<file path="src/include/hps_map.vh">
// Purpose: constants for the host port select, decode and interrupt block
// Assumes: one 200 MHz clock; host pins already synchronous to it
// Notes: numbers shared by the top module and its alarm memory
// Functional notes
// - Host select low enables the port; activity is ignored while it is high.
// - Interrupt output goes low whenever any alarm status changes.
// - Reading the status registers releases the interrupt output high.
// - Interrupts only while global enable is one; otherwise output stays high.
// - In synchronous mode accesses are timed by the host processor clock.
// - Low eight address bits are the internal register address.
// - Upper code 000 selects self; 001, 010, 011 assert companion selects 1-3.
// - Upper code 111 asserts all five companion selects and self.
// - Five companion chip select outputs are provided.
// - Reset held low over 10 us returns all registers to defaults.
// - Type select: 000 latch style, 001 strobe style, 111 synchronous.
`ifndef HPS_MAP_VH
`define HPS_MAP_VH
`define HPS_ADDR_W        11
`define HPS_REG_W         8
`define HPS_DATA_W        8
`define HPS_NUM_COMP      5
`define HPS_UP_SELF       3'h0
`define HPS_UP_RSVD       3'h6
`define HPS_UP_ALL        3'h7
`define HPS_TYPE_LATCH    3'h0
`define HPS_TYPE_STROBE   3'h1
`define HPS_TYPE_SYNC     3'h7
`define HPS_ALARM_DEPTH   16
`define HPS_ALARM_AW      4
`define HPS_STATUS_FIRST  8'hE0
`define HPS_CTRL_ADDR     8'hFF
`define HPS_GIE_BIT       0
`define HPS_CTRL_RESET    8'h00
`define HPS_RESET_US      10
`define HPS_CLK_MHZ       200
`define HPS_RESET_CYCLES  (`HPS_RESET_US * `HPS_CLK_MHZ)
`endif

</file>
<file path="src/rtl/hps_alarm_mem.v">
// Purpose: small status memory holding sticky alarm-change bits per register
// Assumes: single clock, one write port, registered read data
// Notes: set bits win over a read-clear of the same word
`timescale 1ns/1ps
`include "hps_map.vh"
module hps_alarm_mem (
	input  wire                          clk_i,
	input  wire                          resetn_i,
	input  wire                          ce_i,
	input  wire [`HPS_ALARM_AW-1:0]      raddr_i,
	input  wire                          rclr_i,
	input  wire [`HPS_ALARM_AW-1:0]      saddr_i,
	input  wire [`HPS_DATA_W-1:0]        sbits_i,
	output reg  [`HPS_DATA_W-1:0]        rdata_o,
	output reg                           any_o
);
	reg [`HPS_DATA_W-1:0] mem [0:`HPS_ALARM_DEPTH-1];
	wire [`HPS_ALARM_DEPTH-1:0] nz;
	integer i;

	always @(posedge clk_i or negedge resetn_i) begin
		if (!resetn_i) begin
			for (i = 0; i < `HPS_ALARM_DEPTH; i = i + 1) begin
				mem[i] <= 8'h00;
			end
			rdata_o <= 8'h00;
		end else if (ce_i) begin
			rdata_o <= mem[raddr_i];
			for (i = 0; i < `HPS_ALARM_DEPTH; i = i + 1) begin
				if (rclr_i && (raddr_i == i[`HPS_ALARM_AW-1:0]))
					mem[i] <= (saddr_i == i[`HPS_ALARM_AW-1:0]) ? sbits_i : 8'h00;
				else if (saddr_i == i[`HPS_ALARM_AW-1:0])
					mem[i] <= mem[i] | sbits_i;
			end
		end
	end

	genvar g;
	generate
		for (g = 0; g < `HPS_ALARM_DEPTH; g = g + 1) begin : g_nz
			assign nz[g] = |mem[g];
		end
	endgenerate

	always @(posedge clk_i or negedge resetn_i) begin
		if (!resetn_i) begin
			any_o <= 1'b0;
		end else if (ce_i) begin
			any_o <= |nz;
		end
	end
endmodule // hps_alarm_mem

</file>
<file path="src/rtl/hps_top.v">
// Purpose: host port select decode, companion chip selects and interrupt output
// Assumes: host pins sampled on clk_i; strobe timing handled elsewhere
// Notes: all outputs registered, so decode appears one clock after the pins in strobe mode, two in latch mode, one after the host clock latch in sync mode
`timescale 1ns/1ps
`include "hps_map.vh"
module hps_top (
	input  wire                     clk_i,
	input  wire                     resetn_i,
	input  wire                     ce_i,
	input  wire                     host_sel_n_i,
	input  wire [`HPS_ADDR_W-1:0]   addr_i,
	input  wire                     wr_stb_i,
	input  wire                     rd_stb_i,
	input  wire [`HPS_DATA_W-1:0]   wdata_i,
	input  wire                     addr_latch_or_xfer_start_i,
	input  wire                     host_clk_i,
	input  wire [2:0]               host_type_sel_i,
	input  wire [`HPS_ALARM_AW-1:0] alarm_idx_i,
	input  wire [`HPS_DATA_W-1:0]   alarm_state_i,
	output reg                      self_sel_o,
	output reg  [`HPS_REG_W-1:0]    reg_addr_o,
	output reg                      reg_wr_o,
	output reg                      reg_rd_o,
	output reg  [`HPS_DATA_W-1:0]   reg_wdata_o,
	output reg  [`HPS_NUM_COMP-1:0] companion_sel_n_o,
	output reg                      ready_or_xfer_ack_o,
	output reg                      irq_n_o,
	output reg                      global_irq_enable_o,
	output reg  [2:0]               mode_o
);
	localparam ST_IDLE = 3'b001;
	localparam ST_ACC  = 3'b010;
	localparam ST_DONE = 3'b100;
	localparam [`HPS_DATA_W-1:0] CTRL_RESET = `HPS_CTRL_RESET;

	reg  [2:0]               state;
	reg  [2:0]               next_state;
	reg  [`HPS_REG_W-1:0]    latched_addr;
	reg  [2:0]               latched_up;
	reg                      host_clk_d;
	reg  [`HPS_DATA_W-1:0]   alarm_prev [0:`HPS_ALARM_DEPTH-1];
	wire [`HPS_DATA_W-1:0]   alarm_change;
	wire                     any_alarm;
	wire                     sync_mode;
	wire                     use_latch;
	wire                     access_tick;
	wire [2:0]               upper;
	wire [`HPS_REG_W-1:0]    low_addr;
	wire                     self_hit;
	wire                     status_rd;
	integer i;

	// Upper code to companion select vector, active high
	function [`HPS_NUM_COMP-1:0] comp_decode;
		input [2:0] code;
		begin
			case (code)
			3'h1:        comp_decode = 5'h01;
			3'h2:        comp_decode = 5'h02;
			3'h3:        comp_decode = 5'h04;
			3'h4:        comp_decode = 5'h08;
			3'h5:        comp_decode = 5'h10;
			`HPS_UP_ALL: comp_decode = 5'h1F;
			default:     comp_decode = 5'h00;
			endcase
		end
	endfunction

	function is_self;
		input [2:0] code;
		begin
			is_self = (code == `HPS_UP_SELF) || (code == `HPS_UP_ALL);
		end
	endfunction

	assign sync_mode = (mode_o == `HPS_TYPE_SYNC);
	assign use_latch = (mode_o == `HPS_TYPE_LATCH) || sync_mode;
	// Sync mode moves only on a rising edge of the host clock
	assign access_tick = sync_mode ? (host_clk_i && !host_clk_d) : 1'b1;
	assign upper = use_latch ? latched_up : addr_i[10:8];
	assign low_addr = use_latch ? latched_addr : addr_i[`HPS_REG_W-1:0];
	assign self_hit = !host_sel_n_i && is_self(upper);
	// Status words sit at the top of the map; a read clears the word it addresses
	assign status_rd = self_hit && rd_stb_i && (state == ST_ACC) && access_tick
		&& ({low_addr[7:4], 4'h0} == `HPS_STATUS_FIRST);

	// Alarm change detection, one word per status register
	assign alarm_change = alarm_state_i ^ alarm_prev[alarm_idx_i];

	// Previous levels are kept, so a clearing alarm counts as a change as well as a rising one

	always @(posedge clk_i or negedge resetn_i) begin
		if (!resetn_i) begin
			for (i = 0; i < `HPS_ALARM_DEPTH; i = i + 1) begin
				alarm_prev[i] <= 8'h00;
			end
		end else if (ce_i) begin
			alarm_prev[alarm_idx_i] <= alarm_state_i;
		end
	end

	// Status read data stays inside: the data bus itself is handled elsewhere
	hps_alarm_mem u_mem (
		.clk_i    (clk_i),
		.resetn_i (resetn_i),
		.ce_i     (ce_i),
		.raddr_i  (low_addr[`HPS_ALARM_AW-1:0]),
		.rclr_i   (status_rd),
		.saddr_i  (alarm_idx_i),
		.sbits_i  (alarm_change),
		.rdata_o  (),
		.any_o    (any_alarm)
	);

	// Acknowledge holds until the strobe drops, so one held strobe is one access
	always @* begin
		next_state = state;
		case (state)
		ST_IDLE: begin
			if (!host_sel_n_i && access_tick)
				next_state = ST_ACC;
		end
		ST_ACC: begin
			if (host_sel_n_i)
				next_state = ST_IDLE;
			else if (access_tick && (wr_stb_i || rd_stb_i))
				next_state = ST_DONE;
		end
		ST_DONE: begin
			if (host_sel_n_i || !(wr_stb_i || rd_stb_i))
				next_state = ST_IDLE;
		end
		default: next_state = ST_IDLE;
		endcase
	end

	always @(posedge clk_i or negedge resetn_i) begin
		if (!resetn_i) begin
			state               <= ST_IDLE;
			latched_addr        <= 8'h00;
			latched_up          <= 3'h0;
			host_clk_d          <= 1'b0;
			mode_o              <= `HPS_TYPE_LATCH;
			self_sel_o          <= 1'b0;
			reg_addr_o          <= 8'h00;
			reg_wr_o            <= 1'b0;
			reg_rd_o            <= 1'b0;
			reg_wdata_o         <= 8'h00;
			companion_sel_n_o   <= 5'h1F;
			ready_or_xfer_ack_o <= 1'b0;
			irq_n_o             <= 1'b1;
			global_irq_enable_o <= CTRL_RESET[`HPS_GIE_BIT];
		end else if (ce_i) begin
			state      <= next_state;
			host_clk_d <= host_clk_i;
			// Type is only changed while the port is idle to avoid a torn access
			if (host_sel_n_i)
				mode_o <= host_type_sel_i;
			// Latched modes decode the captured copy; the direct mode ignores it
			if (!host_sel_n_i && addr_latch_or_xfer_start_i && access_tick) begin
				latched_addr <= addr_i[`HPS_REG_W-1:0];
				latched_up   <= addr_i[10:8];
			end
			self_sel_o <= self_hit;
			reg_addr_o <= low_addr;
			// A deselected host forces every companion select inactive
			if (host_sel_n_i)
				companion_sel_n_o <= 5'h1F;
			else
				companion_sel_n_o <= ~comp_decode(upper);
			// Pulses last one cycle whatever the strobe length
			reg_wr_o <= self_hit && wr_stb_i && (state == ST_ACC) && access_tick;
			reg_rd_o <= self_hit && rd_stb_i && (state == ST_ACC) && access_tick;
			reg_wdata_o <= wdata_i;
			ready_or_xfer_ack_o <= self_hit && (state == ST_DONE);
			// Only the enable bit of the control word is stored
			if (self_hit && wr_stb_i && (state == ST_ACC) && access_tick
				&& (low_addr == `HPS_CTRL_ADDR))
				global_irq_enable_o <= wdata_i[`HPS_GIE_BIT];
			// Follows the registered summary, so it lags an alarm change by three cycles
			irq_n_o <= ~(global_irq_enable_o && any_alarm);
		end
	end
endmodule // hps_top

</file>
<file path="config.mk">
export PLATFORM = sky130hd
export DESIGN_NAME = hps_top
export DESIGN_NICKNAME = d
export VERILOG_FILES = /design/src/rtl/hps_alarm_mem.v /design/src/rtl/hps_top.v
export VERILOG_INCLUDE_DIRS = /design/src /design/src/include
export SDC_FILE = /design/constraint.sdc
export NUM_CORES = 1
export LEC_CHECK = 0
export BUFFER_PORTS_ARGS = -buffer_cell sky130_fd_sc_hd__buf_2
export CAP_MARGIN = 20
export CORE_ASPECT_RATIO = 1.4
export CORE_MARGIN = 5
export CORE_UTILIZATION = 58
export DETAILED_ROUTE_END_ITERATION = 10
export PLACE_DENSITY = 0.76
export SYNTH_ARGS = -nofsm -noshare
export SYNTH_HDL_FRONTEND = slang
export SYNTH_HIERARCHICAL = 1
export SYNTH_SLANG_ARGS = --single-unit
</file>
<file path="constraint.sdc">
create_clock -name clk_i -period 6.3 [get_ports clk_i]
set_clock_uncertainty 0.2 [all_clocks]
set_input_delay 0.63 -clock clk_i [delete_from_list [all_inputs] [get_ports clk_i]]
set_output_delay 0.63 -clock clk_i [all_outputs]
set_load 0.1 [all_outputs]
</file>
## After elaboration in Yosys (flattened, before gate mapping)

Index checks and enable logic that the tools add are counted.

- Bits of input ports: 42
- Word-level logic and storage cells: 261
- Output and inout port bits: 30
- Register bits after elaboration: 302

- Reduce and logical (&&, ||, !) cells: 81
- $lt $le $gt $ge: 2
- Bitwise operators: 20
- Eq/ne operators: 45
- Multiplexer cells: 66

Operators with widths:

| operator | count |
|---|---|
| $mux 8 | 52 |
| $bwmux 128 | 1 |
| $or 8x8->8 | 16 |
| $reduce_or 128->1 | 1 |
| $eq 4x4->1 const B | 17 |
| $reduce_and 2->1 | 19 |
| $logic_and 1x1->1 | 33 |
| $bmux 8 s4 | 1 |
| $demux 8 s4 | 1 |
| $eq 4x3->1 const B | 8 |
| $reduce_bool 2->1 | 16 |
| $pmux 5 s6 | 1 |
| $eq 4x2->1 const B | 4 |
| $eq 3x3->1 const B | 5 |
| $mux 3 | 5 |
| $mux 5 | 3 |
| $eq 3x2->1 const B | 3 |
| $pmux 3 s3 | 1 |
| $eq 4x1->1 const B | 2 |
| $eq 8x8->1 const B | 1 |
| $logic_not 4->1 | 2 |
| $xor 8x8->8 | 1 |
| $eq 3x1->1 const B | 2 |
| $logic_not 3->1 | 2 |
| other kinds (11) | 17 |

## Depth between registers and ports, before layout

- Word-level depth: 13
- Depth in mapped cells: 12
- Depth with buffers taken out: 10

## Modules after synthesis

Netlist, hierarchy kept.

By module, submodules not included:

| module | cells an instance | seq. area each (um2) | area each (um2) | times used |
|---|---|---|---|---|
| hps_top | 528 | 4337.9 | 7960.1 | 1 |
| hps_alarm_mem | 466 | 3428.3 | 6426.2 | 1 |

## Worst setup path after synthesis

No wires, ideal clock.

- Kind: register to register
- Start: reg mode_o[0]
- End: reg u_mem/rdata_o[7] (netlist name)
- Clock period less this slack: 3.625 ns
- Library setup time: 0.132 ns
- Stages on the path, launching flop included: 13
- Path slack: 2.675 ns
- Data required time: 5.968 ns
- Arrival time: 3.293 ns
- Buffers on the path: 5
- Path through: dfrtp_1 -> a21bo_1 -> o21a_1 -> buf_6 -> buf_2 -> mux2_2 -> buf_6 -> buf_12 -> buf_2 -> mux4_2 -> mux2_2 -> a22oi_1 -> o21ai_1

RTL lines:

| item | RTL line | text |
|---|---|---|
| start: declaration | hps_top.v:29 | `output reg [2:0] mode_o` |
| start signal: assignment | hps_top.v:143 | `` mode_o <= `HPS_TYPE_LATCH; `` |
| start signal: assignment | hps_top.v:158 | `mode_o <= host_type_sel_i;` |

## Worst setup path after layout

- Start: reg mode_o[2]
- End: reg u_mem/mem[18] (netlist name)

- Longest elaborated chain between the ends: 13
- Elaborated cells on any way between the ends: 20
- Those cells by class: eq/ne (4); mux (4); reduce/logical (12)

Ends and longest elaborated chain:

| item | RTL line | text |
|---|---|---|
| $eq 3x3->1 (no source line) or $logic_not 3->1 (tied branches) | n/a |  |
| $logic_or 1x1->1 | hps_top.v:77 | `` assign use_latch = (mode_o == `HPS_TYPE_LATCH) \|\| sync_mode; `` |
| $mux 3 | hps_top.v:80 | `assign upper = use_latch ? latched_up : addr_i[10:8];` |
| $eq 3x3->1 or $logic_not 3->1 (tied branches) | n/a |  |
| $logic_or 1x1->1 | hps_top.v:72 | `` is_self = (code == `HPS_UP_SELF) \|\| (code == `HPS_UP_ALL); `` |
| $logic_and 1x1->1 | hps_top.v:82 | `assign self_hit = !host_sel_n_i && is_self(upper);` |
| $logic_and 1x1->1 (3 in a row) | hps_top.v:84 | `assign status_rd = self_hit && rd_stb_i && (state == ST_ACC) && access_tick` |
| $logic_and 1x1->1 (*) | hps_top.v:84 |  |
| named net status_rd | hps_top.v:50 | `wire status_rd;` |
| $logic_and 1x1->1 (*) | hps_alarm_mem.v:30 | `` if (rclr_i && (raddr_i == i[`HPS_ALARM_AW-1:0])) `` |
| $reduce_bool 2->1 (no source line) | n/a |  |
| $reduce_and 2->1 (no source line) | n/a |  |
| end signal: indexed assignment | hps_alarm_mem.v:31 | `` mem[i] <= (saddr_i == i[`HPS_ALARM_AW-1:0]) ? sbits_i : 8'h00; `` |
| end signal: indexed assignment | hps_alarm_mem.v:33 | `mem[i] <= mem[i] \| sbits_i;` |
| end: declaration | hps_alarm_mem.v:17 | `` reg [`HPS_DATA_W-1:0] mem [0:`HPS_ALARM_DEPTH-1]; `` |

Mark *: on every way through the listed nets, which the timed path passes. The rest lies on a longest branch.
A chain may end at the register's enable or synchronous reset.

==> flow_summary.toml <==
[drt]
vias_per_cell = 6.34
detailed_routing_iterations_pass_1 = 5
drc = 0
routed-via-count = 8144
drt.antenna.violating_nets = 0
detailedRoute.firstIterationViolations = 606
sum_of_routed_wire_length_over_all_layers_um = 29100
detail_route.wl_per_cell_um = 22.6

[setup_path]
timing.critical_path.fanout_max = 14
cp.buffers_inverters = 0
arrival_ns = 4.12
crit_path_cell_trace = "a21bo_1, o21a_1, mux2i_4, a31oi_1, nor3_1, nand2_1, nor3_2, nand3_1, a22o_1"
worstSetupStartpointType = "register"
cp-end-kind = "register"
cp_slowest_stage_delay_ns = 0.69
ff_to_ff_start = "mode_o[2]"
timing.critical_path.max_delay_family = "compound AO/OA/AOI/OAI gates"
critical_path_required_ns = 6.52
cp_slowest_cell = "o21a_1"
worst-r2r-cell-count = 9
criticalPathCategory = "register to register"
worst_r2r_end = "u_mem/mem[18]"
regToRegSetupSlack_ns = 2.40

[layout]
drive_gt1_frac = 0.347
highest_count_cells_in_the_layout_ignoring_fill_and_taps = "dfrtp_1 (295), mux2_2 (154), a22o_1 (128)"
number_of_fill_cells_in_the_layout = 1580
total_area_of_multi_input_combinational_cells_sq_um = 5110
area.sequential_sq_um = 7570
area.growth.synth_to_final_pct = 11.9
final_nets = 1008
post-route-util = 0.662
diodes = 0
layout.cells.most_common = "dfrtp_1"

[placement]
dp_worst_setup_slack_ns = 2.44
place_congestion = 0.861
place_hpwl_um = 19000
port_buffers = 71

[die]
die_h_um = 187
fp.coreArea_sq_um = 21900
top_level_ports = 72
die_area_sq_um = 25500
floorplan.die.width_um = 136
placement_row_count = 64
initial_utilization = 0.592

[timing]
final_min_period_ns = 3.90
finalMaxSlewViolations = 0
final.period_utilization = 0.619
setup_repair_after_global_routing_missed_its_margin = "no"
timing.final.setup_violations = 0
worst_hold_slack_ns = -0.0347
finalSetupTns_ns = 0
slew_headroom = 0.263
fmax_ghz = 0.256
final_critical_path_setup_slack_ns = 2.40
max_slew.worst_pin.slew_ns = 1.10
final_hold_viol_count = 10

[pwr]
max-vdd-ir-drop_v = 0.000286
pwr_density_cell_nw_per_um2 = 409
static-leakage-power_nw = 6.44

[clocking]
post-cts-setup-buffers = 0
cts_tree = "done"
cts.sink_count = 302
clk_path_buf_depth = 3
buffer_type_at_the_clock_tree_root = "clkbuf_16"
h_tree_depth = 1
worst_skew_pair.late_latency_ns = 0.54
numCtsBuffers = 28
post_cts_hold_buffer_count = 0
path_clk_slew_ns = 0.07
post_cts_resized = 0

[outcome]
failed_checks = "hold timing"
status = "complete, but fails checks"

[global_routing]
grt_first_pass_wirelength_um = 47600
grt_start_max_net_pins = 170
global_route.usage.total = 0.235
first_global_vias = 8681
grt_antenna_before_repair = 0
total_gr_overflow = 0

[synthesis]
postSynthNetCount = 949
synth.cell_area_sq_um = 13000
synthCells = 907
synth-warning-count = 6
avgSynthCellArea_sq_um = 14.3

[job]
max_cap_viol_count = 0

[hold_path]
hold_class = "primary input to asynchronous set/reset pin"
==> area by class of cell <==
class,count,area share
multi-input combinational,542,0.351
clock buffer,38,0.0536
tap,297,0.0256
sequential,302,0.521
timing repair buffer,86,0.0336
clock inverter,14,0.0136
inverter,6,0.00155
==> power breakdown <==
part	leakage, nW	internal [mW]	switching, mW
sequential	3.57	2.50	0.339
clock	0.482	1.07	0.717
combinational	2.39	0.625	0.694
==> worst max-delay path by stage <==
stage	start	endpoint	slack [ns]	cells after the start
3_5_place_dp	mode_o[2]	u_mem/mem[21]	2.44	9
2_1_floorplan	mode_o[0]	u_mem/mem[24]	2.88	11
6_report	mode_o[2]	u_mem/mem[18]	2.40	9
5_1_grt	mode_o[2]	u_mem/mem[18]	2.12	9
4_1_cts	mode_o[2]	u_mem/mem[18]	2.41	9
3_3_place_gp	alarm_idx_i[1]	u_mem/mem[47]	2.36	5
==> layer usage <==
| layer | track usage | part of all wire |
|---|---|---|
| met2 | 0.411 | 0.53 |
| met3 | 0.0339 | 0.053 |
| met1 | 0.305 | 0.39 |
| met5 | 0 | 0 |
| met4 | 0.0710 | 0.027 |
==> state kept, by name, summed over array words and instances (netlist names), 3 cells and up <==
signal / count
latched_addr: 8
reg_addr_o: 8
reg_wdata_o: 8
companion_sel_n_o: 5
alarm_prev: 128
latched_up: 3
u_mem/mem: 128
mode_o: 3
state: 3
==> worst reg2reg max path, delay by kind of cell (launching register included) <==
| kind | cells | cell delay [ns] |
|---|---|---|
| AOI/OAI and AO/OA | 4 | 1.49 |
| and+or+nand+nor | 4 | 1.17 |
| muxes | 1 | 0.49 |
| DFF | 1 | 0.46 |
==> per-stage QoR <==
step | cells | power, mW | instance area (sq um)
after floorplan | 907 | 3.80 | 13000
after global placement | 1231 | 4.12 | 13500
after detailed placement | 1232 | 4.17 | 13600
after CTS | 1284 | 5.97 | 14500
after global routing | 1285 | 6.22 | 14500
final | 1285 | 5.95 | 14500
No activity file was read; power rests on OpenSTA's default activity.
